===== config.mk =====
export PLATFORM = sky130hd
export DESIGN_NAME = emc_ctrl
export DESIGN_NICKNAME = d
export VERILOG_FILES = /design/src/emc_pkg.sv /design/src/emc_ctrl.sv
export VERILOG_INCLUDE_DIRS = /design/src /design/src/src
export SDC_FILE = /design/constraint.sdc
export NUM_CORES = 1
export LEC_CHECK = 0
export BUFFER_PORTS_ARGS = -buffer_cell sky130_fd_sc_hd__buf_2
export CAP_MARGIN = 20
export CORE_ASPECT_RATIO = 1.25
export CORE_MARGIN = 4
export CORE_UTILIZATION = 56
export DETAILED_ROUTE_END_ITERATION = 10
export MAX_ROUTING_LAYER = met4
export PLACE_DENSITY = 0.76
export SLEW_MARGIN = 20
export SYNTH_ARGS = -nofsm -noshare
export SYNTH_HDL_FRONTEND = slang
export SYNTH_HIERARCHICAL = 1
export SYNTH_SLANG_ARGS = --single-unit

===== constraint.sdc =====
create_clock -name ref_clk -period 5.5 [get_ports ref_clk]
set_input_delay 0.55 -clock ref_clk [delete_from_list [all_inputs] [get_ports ref_clk]]
set_output_delay 0.55 -clock ref_clk [all_outputs]
set_load 0.02 [all_outputs]

===== src/emc_consts.svh =====
// Purpose: constants for the ethernet module control and mac configuration block
// Assumes: 8-bit register port, one register per index
// Notes: all offsets and field positions live here, with the reset values of main, aux, mac1 and mac3
`ifndef EMC_CONSTS_SVH
`define EMC_CONSTS_SVH
`define EMC_A_MAIN 4'h0
`define EMC_A_AUX 4'h1
`define EMC_A_STAT 4'h2
`define EMC_A_MAC1 4'h3
`define EMC_A_MAC3 4'h4
`define EMC_A_DATA 4'h5
`define EMC_A_RDL 4'h6
`define EMC_A_RDH 4'h7
`define EMC_A_WRL 4'h8
`define EMC_A_WRH 4'h9
`define EMC_A_PKTCNT 4'ha
`define EMC_A_ERRF 4'hb
`define EMC_B_TX_RST 7
`define EMC_B_RX_RST 6
`define EMC_B_DMA_GO 5
`define EMC_B_CSUM 4
`define EMC_B_TX_REQ 3
`define EMC_B_RX_EN 2
`define EMC_B_AUTO_INC 7
`define EMC_B_PKT_DEC 6
`define EMC_B_MOD_EN 5
`define EMC_B_BUF_ERR 6
`define EMC_B_RX_BUSY 2
`define EMC_B_TX_ABORT 1
`define EMC_B_PHY_RDY 0
`define EMC_B_PAUSE_TX 3
`define EMC_B_PAUSE_RX 2
`define EMC_B_PASS_CTRL 1
`define EMC_B_MAC_RX_EN 0
`define EMC_B_PAD_HI 7
`define EMC_B_PAD_LO 5
`define EMC_B_CRC_EN 4
`define EMC_B_HDR_EN 3
`define EMC_B_HUGE 2
`define EMC_B_LEN_CHK 1
`define EMC_B_FDX 0
`define EMC_B_TX_ERR 1
`define EMC_B_RX_ERR 0
`define EMC_RST_MAIN 8'h00
`define EMC_RST_AUX 8'h80
`define EMC_RST_MAC1 8'h00
`define EMC_RST_MAC3 8'h00
`define EMC_MASK_MAIN 8'hfc
`define EMC_MASK_AUX 8'ha0
`define EMC_MASK_MAC1 8'h0f
`define EMC_HDR_BYTES 3'h4
`endif


===== src/emc_pkg.sv =====
// Purpose: shared types of the ethernet module control block
// Assumes: nothing beyond the constants header
// Notes: receive path frame state
package emc_pkg;
   typedef enum logic [1:0] {EMC_RX_IDLE, EMC_RX_KEEP, EMC_RX_DROP} emc_rx_state_t;
endpackage


===== src/emc_ctrl.sv =====
// Purpose: control, status and mac configuration of the ethernet module
// Assumes: mac core, dma and buffer arbiter run on ref_clk
// Notes: a 16-word fifo decouples received bytes from the buffer writer
`include "emc_consts.svh"
`timescale 1ns/1ns
`default_nettype none

module emc_fifo #(
   parameter int WIDTH = 9,
   parameter int DEPTH = 16,
   parameter int LW = $clog2(DEPTH + 1)
) (
   // clock and reset
   input wire logic clk,
   input wire logic reset,
   input wire logic flush,
   // fill side
   input wire logic in_valid,
   output logic in_ready,
   input wire logic [WIDTH-1:0] in_data,
   // drain side
   output logic out_valid,
   input wire logic out_ready,
   output logic [WIDTH-1:0] out_data,
   output logic [LW-1:0] level
);
   localparam int AW = $clog2(DEPTH);
   logic [WIDTH-1:0] mem_r [DEPTH];
   logic [AW-1:0] wp_r;
   logic [AW-1:0] rp_r;
   logic [LW-1:0] cnt_r;
   logic push;
   logic pop;

   assign in_ready = (cnt_r != LW'(DEPTH));
   assign out_valid = (cnt_r != '0);
   assign out_data = mem_r[rp_r];
   assign level = cnt_r;
   assign push = in_valid & in_ready;
   assign pop = out_valid & out_ready;

   always_ff @(posedge clk)
   begin
      if (push)
         mem_r[wp_r] <= in_data;
   end

   always_ff @(posedge clk)
   begin
      if (reset | flush)
      begin
         wp_r <= '0;
         rp_r <= '0;
         cnt_r <= '0;
      end
      else
      begin
         if (push)
            wp_r <= (wp_r == AW'(DEPTH - 1)) ? '0 : wp_r + 1'b1;
         if (pop)
            rp_r <= (rp_r == AW'(DEPTH - 1)) ? '0 : rp_r + 1'b1;
         if (push & !pop)
            cnt_r <= cnt_r + 1'b1;
         else if (pop & !push)
            cnt_r <= cnt_r - 1'b1;
      end
   end
endmodule

module emc_ctrl #(
   parameter int PTR_W = 13,
   parameter int FIFO_DEPTH = 16,
   parameter int PHY_START_CYCLES = 1000
) (
   // clock and reset
   input wire logic ref_clk,
   input wire logic reset,
   // register port
   input wire logic [3:0] sfr_addr,
   input wire logic sfr_wr,
   input wire logic sfr_rd,
   input wire logic [7:0] sfr_wdata,
   output logic [7:0] sfr_rdata,
   // buffer data port
   input wire logic [7:0] buf_rd_data,
   output logic [PTR_W-1:0] buffer_read_pointer,
   output logic buf_wr_req,
   output logic [PTR_W-1:0] buf_wr_addr,
   output logic [7:0] buf_wdata,
   // engines
   output logic tx_start,
   input wire logic tx_done,
   input wire logic tx_aborted,
   output logic dma_start,
   output logic dma_checksum_select,
   input wire logic dma_done,
   input wire logic buf_error,
   input wire logic buf_error_tx,
   output logic transmit_logic_reset,
   output logic receive_logic_reset,
   output logic transmit_error_irq_flag,
   output logic receive_error_irq_flag,
   output logic phy_ready_flag,
   // mac configuration
   output logic pause_transmit_enable,
   output logic pause_receive_enable,
   output logic pad_enable,
   output logic pad_to_64,
   output logic pad_vlan_auto,
   output logic transmit_crc_enable,
   output logic [2:0] crc_skip_bytes,
   output logic huge_frame_enable,
   output logic length_check_enable,
   output logic full_duplex_enable,
   input wire logic [15:0] max_frame_length,
   // received stream from the mac
   input wire logic rx_valid,
   output logic rx_ready,
   input wire logic [7:0] rx_data,
   input wire logic rx_sof,
   input wire logic rx_eof,
   input wire logic rx_is_ctrl,
   input wire logic rx_filter_pass,
   // stream toward the buffer writer
   output logic rxb_valid,
   input wire logic rxb_ready,
   output logic [7:0] rxb_data,
   output logic rxb_last
);
   localparam int LW = $clog2(FIFO_DEPTH + 1);
   localparam int PW = $clog2(PHY_START_CYCLES + 1);

   function automatic logic hit(input logic [3:0] a, input logic [3:0] want);
      hit = (a == want);
   endfunction

   // even codes never pad; the vlan code leaves type detection to the mac
   function automatic logic [2:0] pad_decode(input logic [2:0] code);
      pad_decode = {code[0], code[0] & code[1], code[0] & code[2] & !code[1]};
   endfunction

   logic [7:0] main_r;
   logic [7:0] main_nxt;
   logic [7:0] aux_r;
   logic [7:0] mac1_r;
   logic [7:0] mac3_r;
   logic buf_err_r;
   logic tx_abort_r;
   logic [7:0] pkt_cnt_r;
   logic [PTR_W-1:0] wr_ptr_r;
   logic [PW-1:0] phy_cnt_r;
   logic tx_start_r;
   logic dma_start_r;
   emc_pkg::emc_rx_state_t rx_st_r;
   logic [15:0] frm_cnt_r;
   logic rx_ready_r;
   logic rxb_valid_r;
   logic [8:0] rxb_word_r;
   logic [7:0] rd_mux;
   logic wr_main;
   logic wr_stat;
   logic data_rd;
   logic data_wr;
   logic pkt_dec;
   logic module_enable;
   logic rx_on;
   logic start_ok;
   logic rx_take;
   logic in_frame;
   logic keep_byte;
   logic push;
   logic pkt_inc;
   logic rx_err;
   logic rx_busy;
   logic fifo_in_ready;
   logic fifo_out_valid;
   logic fifo_out_ready;
   logic [8:0] fifo_out_data;
   logic [LW-1:0] fifo_level;
   logic [15:0] cur_idx;

   assign wr_main = sfr_wr & hit(sfr_addr, `EMC_A_MAIN);
   assign wr_stat = sfr_wr & hit(sfr_addr, `EMC_A_STAT);
   assign data_rd = sfr_rd & hit(sfr_addr, `EMC_A_DATA);
   assign data_wr = sfr_wr & hit(sfr_addr, `EMC_A_DATA);
   assign pkt_dec = sfr_wr & hit(sfr_addr, `EMC_A_AUX) & sfr_wdata[`EMC_B_PKT_DEC];
   assign module_enable = aux_r[`EMC_B_MOD_EN];
   assign rx_err = buf_error & !buf_error_tx;

   // software write wins over a hardware clear landing in the same cycle
   always_comb
   begin
      main_nxt = main_r;
      if (dma_done)
         main_nxt[`EMC_B_DMA_GO] = 1'b0;
      if (tx_done | tx_aborted)
         main_nxt[`EMC_B_TX_REQ] = 1'b0;
      if (wr_main)
         main_nxt = sfr_wdata & `EMC_MASK_MAIN;
      if (main_nxt[`EMC_B_TX_RST] | !module_enable)
         main_nxt[`EMC_B_TX_REQ] = 1'b0;
   end

   always_ff @(posedge ref_clk)
   begin
      if (reset)
         main_r <= `EMC_RST_MAIN;
      else
         main_r <= main_nxt;
   end

   always_ff @(posedge ref_clk)
   begin
      if (reset)
      begin
         tx_start_r <= 1'b0;
         dma_start_r <= 1'b0;
         transmit_logic_reset <= 1'b1;
         receive_logic_reset <= 1'b1;
      end
      else
      begin
         tx_start_r <= main_nxt[`EMC_B_TX_REQ] & !main_r[`EMC_B_TX_REQ];
         dma_start_r <= main_nxt[`EMC_B_DMA_GO] & !main_r[`EMC_B_DMA_GO];
         transmit_logic_reset <= main_nxt[`EMC_B_TX_RST] | !module_enable;
         receive_logic_reset <= main_nxt[`EMC_B_RX_RST] | !module_enable;
      end
   end

   assign tx_start = tx_start_r;
   assign dma_start = dma_start_r;
   assign dma_checksum_select = main_r[`EMC_B_CSUM];

   // the decrement bit is never stored, so it always reads back zero
   always_ff @(posedge ref_clk)
   begin
      if (reset)
         aux_r <= `EMC_RST_AUX;
      else if (sfr_wr & hit(sfr_addr, `EMC_A_AUX))
         aux_r <= sfr_wdata & `EMC_MASK_AUX;
   end

   always_ff @(posedge ref_clk)
   begin
      if (reset)
      begin
         mac1_r <= `EMC_RST_MAC1;
         mac3_r <= `EMC_RST_MAC3;
      end
      else
      begin
         if (sfr_wr & hit(sfr_addr, `EMC_A_MAC1))
            mac1_r <= sfr_wdata & `EMC_MASK_MAC1;
         if (sfr_wr & hit(sfr_addr, `EMC_A_MAC3))
            mac3_r <= sfr_wdata;
      end
   end

   assign pause_transmit_enable = mac1_r[`EMC_B_PAUSE_TX];
   assign pause_receive_enable = mac1_r[`EMC_B_PAUSE_RX];
   assign transmit_crc_enable = mac3_r[`EMC_B_CRC_EN];
   assign huge_frame_enable = mac3_r[`EMC_B_HUGE];
   assign length_check_enable = mac3_r[`EMC_B_LEN_CHK];
   assign full_duplex_enable = mac3_r[`EMC_B_FDX];

   always_ff @(posedge ref_clk)
   begin
      if (reset)
      begin
         {pad_enable, pad_to_64, pad_vlan_auto} <= 3'h0;
         crc_skip_bytes <= 3'h0;
      end
      else
      begin
         {pad_enable, pad_to_64, pad_vlan_auto} <=
            pad_decode(mac3_r[`EMC_B_PAD_HI:`EMC_B_PAD_LO]);
         crc_skip_bytes <= mac3_r[`EMC_B_HDR_EN] ? `EMC_HDR_BYTES : 3'h0;
      end
   end

   // sticky flags: software writes zero to clear, a new event wins
   always_ff @(posedge ref_clk)
   begin
      if (reset)
      begin
         buf_err_r <= 1'b0;
         tx_abort_r <= 1'b0;
         transmit_error_irq_flag <= 1'b0;
         receive_error_irq_flag <= 1'b0;
      end
      else
      begin
         buf_err_r <= buf_error |
            (buf_err_r & !(wr_stat & !sfr_wdata[`EMC_B_BUF_ERR]));
         tx_abort_r <= tx_aborted |
            (tx_abort_r & !(wr_stat & !sfr_wdata[`EMC_B_TX_ABORT]));
         transmit_error_irq_flag <= (buf_error & buf_error_tx) | (transmit_error_irq_flag &
            !(sfr_wr & hit(sfr_addr, `EMC_A_ERRF) & !sfr_wdata[`EMC_B_TX_ERR]));
         receive_error_irq_flag <= rx_err | (receive_error_irq_flag &
            !(sfr_wr & hit(sfr_addr, `EMC_A_ERRF) & !sfr_wdata[`EMC_B_RX_ERR]));
      end
   end

   always_ff @(posedge ref_clk)
   begin
      if (reset | !module_enable)
      begin
         phy_cnt_r <= '0;
         phy_ready_flag <= 1'b0;
      end
      else if (phy_cnt_r != PW'(PHY_START_CYCLES))
         phy_cnt_r <= phy_cnt_r + 1'b1;
      else
         phy_ready_flag <= 1'b1;
   end

   // pointers wrap at the buffer size
   always_ff @(posedge ref_clk)
   begin
      if (reset)
      begin
         buffer_read_pointer <= '0;
         wr_ptr_r <= '0;
      end
      else
      begin
         if (sfr_wr & hit(sfr_addr, `EMC_A_RDL))
            buffer_read_pointer[7:0] <= sfr_wdata;
         else if (sfr_wr & hit(sfr_addr, `EMC_A_RDH))
            buffer_read_pointer[PTR_W-1:8] <= sfr_wdata[PTR_W-9:0];
         else if (data_rd & aux_r[`EMC_B_AUTO_INC])
            buffer_read_pointer <= buffer_read_pointer + 1'b1;
         if (sfr_wr & hit(sfr_addr, `EMC_A_WRL))
            wr_ptr_r[7:0] <= sfr_wdata;
         else if (sfr_wr & hit(sfr_addr, `EMC_A_WRH))
            wr_ptr_r[PTR_W-1:8] <= sfr_wdata[PTR_W-9:0];
         else if (data_wr & aux_r[`EMC_B_AUTO_INC])
            wr_ptr_r <= wr_ptr_r + 1'b1;
      end
   end

   always_ff @(posedge ref_clk)
   begin
      if (reset)
      begin
         buf_wr_req <= 1'b0;
         buf_wr_addr <= '0;
         buf_wdata <= 8'h00;
      end
      else
      begin
         buf_wr_req <= data_wr;
         if (data_wr)
         begin
            buf_wr_addr <= wr_ptr_r;
            buf_wdata <= sfr_wdata;
         end
      end
   end

   assign rx_busy = (rx_st_r != emc_pkg::EMC_RX_IDLE);

   always_comb
   begin
      rd_mux = 8'h00;
      unique case (sfr_addr)
         `EMC_A_MAIN: rd_mux = main_r;
         `EMC_A_AUX: rd_mux = aux_r;
         `EMC_A_STAT: rd_mux = {1'b0, buf_err_r, 3'h0, rx_busy, tx_abort_r, phy_ready_flag};
         `EMC_A_MAC1: rd_mux = mac1_r;
         `EMC_A_MAC3: rd_mux = mac3_r;
         `EMC_A_DATA: rd_mux = buf_rd_data;
         `EMC_A_RDL: rd_mux = buffer_read_pointer[7:0];
         `EMC_A_RDH: rd_mux = 8'(buffer_read_pointer[PTR_W-1:8]);
         `EMC_A_WRL: rd_mux = wr_ptr_r[7:0];
         `EMC_A_WRH: rd_mux = 8'(wr_ptr_r[PTR_W-1:8]);
         `EMC_A_PKTCNT: rd_mux = pkt_cnt_r;
         `EMC_A_ERRF: rd_mux = {6'h00, transmit_error_irq_flag, receive_error_irq_flag};
         default: rd_mux = 8'h00;
      endcase
   end

   always_ff @(posedge ref_clk)
   begin
      if (reset)
         sfr_rdata <= 8'h00;
      else if (sfr_rd)
         sfr_rdata <= rd_mux;
   end

   // receive path: frame kept or dropped on its first byte; a later error or disable drops the rest
   assign rx_on = module_enable & !main_r[`EMC_B_RX_RST] & main_r[`EMC_B_RX_EN] &
      mac1_r[`EMC_B_MAC_RX_EN];
   assign start_ok = rx_on & rx_filter_pass &
      (!rx_is_ctrl | mac1_r[`EMC_B_PASS_CTRL]);
   assign rx_take = rx_valid & rx_ready_r;
   assign in_frame = rx_sof ? start_ok : (rx_st_r == emc_pkg::EMC_RX_KEEP) & rx_on;
   assign cur_idx = rx_sof ? 16'h0000 : frm_cnt_r;
   // the closing byte of a kept frame skips the length limit so a truncated frame still ends
   assign keep_byte = rx_take & in_frame & !rx_err & (mac3_r[`EMC_B_HUGE] |
      (cur_idx < max_frame_length) | rx_eof);
   assign push = keep_byte & fifo_in_ready;
   assign pkt_inc = push & rx_eof;

   always_ff @(posedge ref_clk)
   begin
      if (reset)
      begin
         rx_st_r <= emc_pkg::EMC_RX_IDLE;
         frm_cnt_r <= 16'h0000;
      end
      else if (main_r[`EMC_B_RX_RST] | !module_enable)
         rx_st_r <= emc_pkg::EMC_RX_IDLE;
      else
      begin
         if (rx_take)
         begin
            if (rx_eof)
               rx_st_r <= emc_pkg::EMC_RX_IDLE;
            else if (rx_sof)
               rx_st_r <= start_ok & !rx_err ? emc_pkg::EMC_RX_KEEP : emc_pkg::EMC_RX_DROP;
            else if (!in_frame | rx_err)
               rx_st_r <= emc_pkg::EMC_RX_DROP;
            if (cur_idx != 16'hffff)
               frm_cnt_r <= cur_idx + 16'h0001;
         end
         else if (rx_err & (rx_st_r == emc_pkg::EMC_RX_KEEP))
            rx_st_r <= emc_pkg::EMC_RX_DROP;
      end
   end

   always_ff @(posedge ref_clk)
   begin
      if (reset)
         pkt_cnt_r <= 8'h00;
      else if (pkt_inc & !pkt_dec & (pkt_cnt_r != 8'hff))
         pkt_cnt_r <= pkt_cnt_r + 8'h01;
      else if (pkt_dec & !pkt_inc & (pkt_cnt_r != 8'h00))
         pkt_cnt_r <= pkt_cnt_r - 8'h01;
   end

   // ready looks one write ahead because it is registered
   always_ff @(posedge ref_clk)
   begin
      if (reset)
         rx_ready_r <= 1'b0;
      else
         rx_ready_r <= (int'(fifo_level) + int'(push)) < (FIFO_DEPTH - 1);
   end

   assign rx_ready = rx_ready_r;

   emc_fifo #(
      .WIDTH(9),
      .DEPTH(FIFO_DEPTH)
   ) u_fifo (
      .clk(ref_clk),
      .reset(reset),
      .flush(receive_logic_reset),
      .in_valid(keep_byte),
      .in_ready(fifo_in_ready),
      .in_data({rx_eof, rx_data}),
      .out_valid(fifo_out_valid),
      .out_ready(fifo_out_ready),
      .out_data(fifo_out_data),
      .level(fifo_level)
   );

   assign fifo_out_ready = !rxb_valid_r | rxb_ready;

   always_ff @(posedge ref_clk)
   begin
      if (reset | receive_logic_reset)
      begin
         rxb_valid_r <= 1'b0;
         rxb_word_r <= 9'h000;
      end
      else if (fifo_out_ready)
      begin
         rxb_valid_r <= fifo_out_valid;
         if (fifo_out_valid)
            rxb_word_r <= fifo_out_data;
      end
   end

   assign rxb_valid = rxb_valid_r;
   assign rxb_data = rxb_word_r[7:0];
   assign rxb_last = rxb_word_r[8];
endmodule

`default_nettype wire


# Yosys cells after proc, flatten, opt, wreduce, memory -nomap -nowiden
# Memories as Yosys holds them, arrays and structs flattened. A register that Yosys moved wholly into a read port is not among the register bits.
# Index checks and enable logic that the tools add are counted.
dict set report classes {
  n_addsub 11
  n_lt_le_gt_ge 2
  n_eq_ne 21
  muxes 30
  bitwise_logic 69
  reduce_logical 40
}
# operator n
set op_table {}
lappend op_table {{8-bit case mux with 12 select lines} 1}
lappend op_table {{8-bit two-way mux} 7}
lappend op_table {{1-bit AND} 51}
lappend op_table {{13-bit by 1-bit adder with 13-bit output, second input constant} 2}
lappend op_table {{13-bit two-way mux} 2}
lappend op_table {{4-bit equality test, second input constant} 6}
lappend op_table {{1-bit zero test} 21}
lappend op_table {{5-bit two-way mux} 4}
lappend op_table {{16-bit by 1-bit adder with 16-bit output, second input constant} 1}
lappend op_table {{4-bit by 3-bit equality test with 1-bit output, second input constant} 4}
lappend op_table {{16-bit < comparator} 1}
lappend op_table {{16-bit two-way mux} 1}
lappend op_table {{16-bit != test, second input constant} 1}
lappend op_table {{2-bit nonzero test} 8}
lappend op_table {{1-bit OR} 15}
lappend op_table {{2-bit two-way mux} 6}
lappend op_table {{2-bit AND reduction} 6}
lappend op_table {{10-bit by 1-bit adder with 10-bit output, second input constant} 1}
lappend op_table {{10-bit != test, second input constant} 1}
lappend op_table {{4-bit by 1-bit adder with 4-bit output, second input constant} 2}
lappend op_table {{8-bit by 1-bit adder with 8-bit output, second input constant} 1}
lappend op_table {{4-bit by 2-bit equality test with 1-bit output, second input constant} 2}
lappend op_table {{4-bit two-way mux} 2}
lappend op_table {{8-bit != test, second input constant} 1}
lappend op_table {{other kinds (18)} 26}
dict set report totals {
  ff_bits 142
  ramBits 144
  n_memories 1
}
# memory depth word_bits read_ports rd_ports_with_merged_regs write_ports line_no
set memory_table {}
lappend memory_table {u_fifo.mem_r 16 9 1 1 1 emc_ctrl.sv:28} ;# logic [WIDTH-1:0] mem_r [DEPTH];

# Logic depth before layout (Yosys ltp)
# Gate-level depths: netlist of run 1.
dict set report logic_depth {
  word_depth 17
  ltp_mapped 18
}

# Cells and area by module
# Netlist of run 1, hierarchy kept.
# module n_inst cells_each area_each_um2 seq_area_each_um2
set modules_own_cells {}
lappend modules_own_cells {emc_ctrl 1 897 7335.8 2722.6}
lappend modules_own_cells {emc_fifo 1 335 6374.9 4664.5}

# Worst setup path before layout of run 1
# OpenSTA, ideal clock, no wires.
dict set report synth_timing {
  path_kind {input -> register}
  from {input port rx_sof}
  to {register u_fifo.cnt_r[3], in the netlist u_fifo/level[3]}
  arrival_ns 4.070
  setup_slack_ns 1.308
  stages 18
  n_path_buf 3
  path_cell_list {buf_6 clkbuf_8 clkbuf_1 nor2b_1 ha_1 a21o_1 a21o_1 a21oi_1 o211ai_1 a211oi_1 a21boi_2 ha_1 inv_1 ha_1 a21o_2 a21oi_1 nor4_1 a311o_1}
}
dict set report synth_via {
  elab_chain_cells 9
}
# element line_no
set synth_lines {}
lappend synth_lines {{from (decl)} emc_ctrl.sv:120} ;# input wire logic rx_sof,
lappend synth_lines {{16-bit two-way mux} emc_ctrl.sv:398} ;# assign cur_idx = rx_sof ? 16'h0000 : frm_cnt_r;
lappend synth_lines {{16-bit < comparator} emc_ctrl.sv:401} ;# (cur_idx < max_frame_length) | rx_eof);
lappend synth_lines {{1-bit OR (2 in a row)} emc_ctrl.sv:400} ;# assign keep_byte = rx_take & in_frame & !rx_err & (mac3_r[`EMC_B_HUGE] |
lappend synth_lines {{1-bit AND *} emc_ctrl.sv:400}
lappend synth_lines {{net keep_byte} emc_ctrl.sv:170} ;# logic keep_byte;
lappend synth_lines {{1-bit AND *} emc_ctrl.sv:39} ;# assign push = in_valid & in_ready;
lappend synth_lines {{net u_fifo.push} emc_ctrl.sv:32} ;# logic push;
lappend synth_lines {{1-bit zero test} emc_ctrl.sv:64} ;# else if (pop & !push)
lappend synth_lines {{1-bit AND} emc_ctrl.sv:64}
lappend synth_lines {{2-bit nonzero test (no line)} n/a}
lappend synth_lines {{to (signal assigned)} emc_ctrl.sv:63} ;# cnt_r <= cnt_r + 1'b1;
lappend synth_lines {{to (signal assigned)} emc_ctrl.sv:65} ;# cnt_r <= cnt_r - 1'b1;
lappend synth_lines {{to (decl)} emc_ctrl.sv:31} ;# logic [LW-1:0] cnt_r;
# The timed path passes the listed nets; every way through them passes the cells marked *.
# A chain may end at the register's enable or synchronous reset.

# Worst setup path in the final report of run 1
# Same ends and word-level chain as after synthesis.

==> results of run 1 <==
## logic make-up after synthesis
group | after synthesis | synth area share, %
AO/OA/AOI/OAI | 255 | 12.3
buffers and inverters | 110 | 3.65
flip-flops | 297 | 53.9
adder cells (fa/ha/maj) | 38 | 3.58
multiplexers | 74 | 8.92
XOR/XNOR | 32 | 2.04
other | 1 | 0.0274
AND/OR/NAND/NOR | 425 | 15.6
## per-layer routing
| metal | vias to the layer above | GRT usage [%] | wire length (microns) |
|---|---|---|---|
| met1 | 4929 | 30.8 | 13300 |
| met5 | - | - | 0 |
| met2 | 385 | 44.8 | 17700 |
| met3 | 83 | 2.57 | 1950 |
| met4 | 0 | 9.69 | 1460 |
| li1 | 4776 | - | - |
## cell type report
type	count	area, sq um
repair buffers	139	721
flip-flops and latches	297	7390
well taps	325	407
clock inverters	17	293
clock buffers	35	800
fillers	1813	8290
multi-input cells	826	5830
inverters	43	161
## stage by stage
| stage | util (%) | power [W] |
|---|---|---|
| after detailed placement | 60.7 | 0.00256 |
| after CTS | 65.3 | 0.00476 |
| after floorplan | - | 0.00248 |
| final | 65.3 | 0.00474 |
| after global routing | 65.3 | 0.00487 |
| after global placement | 60.7 | 0.00256 |
## state kept, by name, summed over array words and instances (netlist names), 6 cells and up, named ones only
register and flops:
u_fifo/mem_r 144, frm_cnt_r 16, buf_wr_addr 13, buffer_read_pointer 13
wr_ptr_r 13, phy_cnt_r 10, rxb_word_r 9, buf_wdata 8
mac3_r 8, pkt_cnt_r 8, sfr_rdata 8, main_r 6
## critical path, cell delays in order
cell	delay, ns
buf_2	0.50
nor2b_1	0.13
ha_1	0.32
a21o_1	0.18
a21o_1	0.16
a21oi_1	0.14
o211ai_1	0.13
a211oi_1	0.49
a21boi_2	0.47
ha_1	0.25
inv_1	0.12
ha_1	0.29
a21o_2	0.21
a21oi_1	0.17
nor4_1	0.06
a311o_1	0.35
## final timing paths
| check | end | slack [ns] | cells past startpoint |
|---|---|---|---|
| setup / recovery | u_fifo/level[3]$_SDFFE_PP0P_ | 1.40 | 16 |
| hold reg to reg | buf_wr_addr[12]$_SDFFE_PP0P_ | 0.45 | 2 |
| setup reg to reg | u_fifo/level[3]$_SDFFE_PP0P_ | 1.52 | 16 |
| hold / removal | tx_abort_r$_SDFF_PP0_ | 0.27 | 3 |
## cell usage in the layout (no fill, tap or decap), types with 7 or more instances in the layout
cell         n
a211oi_1    26
a21oi_1     83
a22oi_1     22
a311oi_1    12
a31oi_1      7
buf_2      129
buf_4       10
bufinv_16    7
clkbuf_16   30
dfxtp_1    152
edfxtp_1   144
ha_1        36
inv_1       42
mux2i_1     31
mux4_2      38
nand2_1    110
nand2b_1    10
nand3_1     49
nand4_1     15
nor2_1     116
nor2b_1     28
nor3_1      25
nor4_1       8
o211ai_1     7
o21ai_0     40
or3_1        8
xnor2_1     18
xor2_1      14
## where the power goes
| group | total, W | switching, W | internal, W |
|---|---|---|---|
| clock | 0.00222 | 0.000852 | 0.00137 |
| combinational | 0.000175 | 0.000121 | 0.0000535 |
| sequential | 0.00234 | 0.0000158 | 0.00233 |
| total | 0.00474 | 0.000989 | 0.00375 |
==> metrics.cfg, run 1 <==
[clocking]
cts_tree = built
clockBufferDepth = 3
cts_max_level = 1
numCtsBuffers = 28
cts_resized = 0
cts_hold_buffers = 0
postCtsSetupBuffers = 0
clock_latency_ns = 0.54
root_buffer = clkbuf_16
clk_pin_slew_ns = 0.07
clock_sinks = 297

[synthesis]
synth_edf_count = 144
yosysTopAreaCell = edfxtp_1
synth_seq_cells = 297
ys_seq_area_share_pct = 53.9
yosys_warnings = 6
yosysMostFrequentCell = dfxtp_1
synth_ff_type = dfxtp_1
synth_area_sq_um = 13700
synth_commonest_cells = dfxtp_1 (153), edfxtp_1 (144), nor2_1 (116)
synth_top_area_share_pct = 31.5
syn_inst = 1232
avgSynthCellArea_sq_um = 11.1
synth_area_leaders = edfxtp_1 (32%), dfxtp_1 (22%), mux4_2 (6.2%), ha_1 (3.3%), nor2_1 (3.2%)
synth_cell_type_count = 94
synth-async-reset-ratio_pct = 0

[sta]
tightest_slew_ns = 0.971
hold_viol = 0
grt_setup_unrepaired = no
finalCritPeriodShare_pct = 74.5
hold_ws_ns = 0.274
final_max_slew_viol_count = 0
max_freq_mhz = 244
fin_ws_ns = 1.40
finalClockSkew_ns = 0.00853
setup_viol = 0
fin_setup_tns_ns = 0
finalCriticalPeriod_ns = 4.10
max_slew_margin_pct = 35.3

[placed_design]
place_congestion = 0.929
hpwlAfterDp_mm = 24.1
dp_cells = 1630
placed_area_sq_um = 14500
port_buffers = 130
dp_slack_ns = 0.896

[drt]
drc = 0
drtIter0Drc = 745
dr.pass1.iters = 4
avgRoutedWirePerCell_microns = 20.5
vias_per_cell = 6.05
drt_wl_total_mm = 34.4
via_count = 10173
ant_nets = 0

[die]
die_x_microns = 148
coreArea_sq_um = 23900
initial_core_util_pct = 57.4
boundaryPins = 133
die_h_microns = 183
die-area_sq_um = 27100
core.rowCount = 63

[setup_path]
rr_startpoint = frm_cnt_r[15]$_SDFFE_PP0P_
worstSetupPathType = in2reg
arrival_ns = 4.52
worstSetupEndpointType = flip-flop
crit_fanout = 39
startpoint = rx_sof
crit_required_ns = 5.93
start_kind = input pin

[finish]
num-nets-final = 1432
final_cell_area_sq_um = 15600
fin_cells = 1682
n_antenna_cell = 0
layout-drive-gt1-share_pct = 19.1
syn2layout_area_growth_pct = 13.8

[grt]
antenna_found_initial = 0
grt_pass1_vias = 9751
grt_pass1_wl_mm = 53.6
grt-ovfl-total = 0
grt_max_degree = 62
track_usage_pct = 25.6

[power_and_ir_drop]
leakage_nw = 5.68
irDropWorstVdd_mv = 0.238
powerDensity_nw_per_um2 = 304

[hold_path]
min_from = tx_aborted
hp-class = in2reg

[run_status]
status = completed

[flow_run]
cap_viol_max_count = 0

(Power assumes the default switching activity.)
==> run 2, diff against run 1 <==
==> constraint.sdc (replaced) <==
create_clock -name ref_clk -period 3.9 [get_ports ref_clk]
set_input_delay 0.39 -clock ref_clk [delete_from_list [all_inputs] [get_ports ref_clk]]
set_output_delay 0.39 -clock ref_clk [all_outputs]
set_load 0.02 [all_outputs]
==> run 2 against run 1 <==
Compared with the run above:
- total power grew 35%
- wire length up 0.69%
- non-clock buffer count rose by 25
- count of clock-buffer cells in the layout is the same
- sequential power up 41%
- critical path depth shrank 1
==> metrics.cfg, run 2 (synthesis results as in run 1) <==
[sta]
finalCritPeriodShare_pct = 88.8
setup_viol = 0
tightest_slew_ns = 0.877
finalClockSkew_ns = 0.0181
fin_setup_tns_ns = 0
fin_ws_ns = 0.436
grt_setup_unrepaired = no
max_slew_margin_pct = 41.5
finalCriticalPeriod_ns = 3.46
final_max_slew_viol_count = 0
max_freq_mhz = 289
hold_viol = 0
hold_ws_ns = 0.119

[drt]
dr.pass1.iters = 5
drc = 0
ant_nets = 0
drtIter0Drc = 623
via_count = 10299
avgRoutedWirePerCell_microns = 20.3
vias_per_cell = 6.04
drt_wl_total_mm = 34.7

[setup_path]
critPathSlowestCell = dfxtp_1
critPathMaxStageDelay_ns = 0.53
crit_required_ns = 4.32
r2r_slack_ns = 0.44
r2r-end = u_fifo/level[3]$_SDFFE_PP0P_
r2r_cells = 15
worstSetupEndpointType = flip-flop
crit_fanout = 9
arrival_ns = 3.88
start_kind = flip-flop
crit_path_cell_trace = nor2b_1 > ha_1 > a21oi_1 > o21ai_0 > a21oi_1 > o211ai_1 > a211oi_2 > a21boi_4 > ha_1 > inv_1 > ha_1 > a21o_2 > a21oi_1 > nor4_1 > a311o_1
worstSetupPathType = reg2reg
rr_startpoint = frm_cnt_r[5]$_SDFFE_PP0P_

[power_and_ir_drop]
switching_power_w = 0.00133
irDropWorstVdd_mv = 0.287
swShare_pct = 20.8
clockPowerShare_pct = 44.3
p_int_w = 0.00505
p_comb_share_pct = 3.9
powerDensity_nw_per_um2 = 407
seqPwrFrac_pct = 51.8
leakage_nw = 5.76

[grt]
grtUsageMet2_pct = 45.9
busiest_layer = met2
grt_pass1_vias = 10211
antenna_found_initial = 0
grtUsageMet3_pct = 2.72
grt_max_degree = 60
track_usage_pct = 26.1
grtUsageMet1_pct = 31.7
grt_pass1_wl_mm = 55.0
grt-ovfl-total = 0

[clocking]
clockBufferDepth = 3
cts_resized = 0
postCtsSetupBuffers = 0
clk_pin_slew_ns = 0.06
clock_sinks = 297
cts_hold_buffers = 0
cts_tree = built
cts_max_level = 1
numCtsBuffers = 28
clock_latency_ns = 0.54
root_buffer = clkbuf_16

[finish]
biggestRegsByFlops = u_fifo/mem_r (144), frm_cnt_r (16)
largest_reg_flops = 144
fin_cells = 1706
layout_common_cells = dfxtp_1 (152), edfxtp_1 (144), buf_2 (129), nor2_1 (116), nand2_1 (110)
syn2layout_area_growth_pct = 14.4
top_register = u_fifo/mem_r
n_antenna_cell = 0
num-nets-final = 1457
layout-drive-gt1-share_pct = 20.2
final_common_cell = dfxtp_1

[placed_design]
hpwlAfterDp_mm = 23.9
port_buffers = 130
place_congestion = 0.936
dp_cells = 1655
dp_slack_ns = 0.163

[die]
boundaryPins = 133
die_h_microns = 183
coreArea_sq_um = 23900
die-area_sq_um = 27100
die_x_microns = 148
initial_core_util_pct = 57.4
core.rowCount = 63

[hold_path]
hold_path_end = tx_abort_r$_SDFF_PP0_
hp-class = in2reg
min_from = tx_aborted
holdPathStages = 3

[run_status]
status = completed

[flow_run]
cap_viol_max_count = 0

-- run 2: worst max-delay path by stage --
stage	startpoint	end	slack, ns
4_1_cts	frm_cnt_r[5]$_SDFFE_PP0P_	u_fifo/level[3]$_SDFFE_PP0P_	0.44
5_1_grt	frm_cnt_r[5]$_SDFFE_PP0P_	u_fifo/level[3]$_SDFFE_PP0P_	0.18
3_5_place_dp	rx_sof	u_fifo/level[3]$_SDFFE_PP0P_	0.16
2_1_floorplan	rx_sof	u_fifo/level[3]$_SDFFE_PP0P_	0.03
6_report	frm_cnt_r[5]$_SDFFE_PP0P_	u_fifo/level[3]$_SDFFE_PP0P_	0.44
3_3_place_gp	rx_sof	u_fifo/level[3]$_SDFFE_PP0P_	0.27
-- run 2: metrics by stage --
| step | utilization [%] | power [W] | instance area (sq um) |
|---|---|---|---|
| after global placement | 61.6 | 0.00361 | 14700 |
| final | 65.6 | 0.00638 | 15700 |
| after floorplan | - | 0.00350 | 13700 |
| after global routing | 65.6 | 0.00657 | 15700 |
| after detailed placement | 61.6 | 0.00362 | 14700 |
| after CTS | 65.6 | 0.00642 | 15700 |
-- run 2: final cells by class --
| cell class | instances | area (sq um) |
|---|---|---|
| Tap cell | 325 | 407 |
| Timing Repair Buffer | 164 | 921 |
| Inverter | 43 | 161 |
| Clock buffer | 35 | 748 |
| Fill cell | 1833 | 8210 |
| Clock inverter | 16 | 214 |
| Sequential cell | 297 | 7390 |
| Multi-Input combinational cell | 826 | 5840 |
-- run 2: power groups by stage --
stage	combinational [W]	clock [W]	sequential, W
after detailed placement	0.000246	0	0.00337
after floorplan	0.000124	0	0.00338
final	0.000249	0.00283	0.00330
after CTS	0.000247	0.00287	0.00330
after global routing	0.000270	0.00300	0.00330
after global placement	0.000242	0	0.00337
-- run 2: critical path, delay by kind of cell, from the launching register on --
family,cells,cell delay [ns]
compound gates,9,1.73
fa+ha+maj,3,0.72
buf+inv,1,0.11
flops,1,0.53
simple gates,2,0.25
-- run 2: routing by layer --
metal	routed length, microns	share of wire (%)
met5	0	0
met4	1160	3.3
met3	2040	5.9
met2	18000	52
met1	13500	39
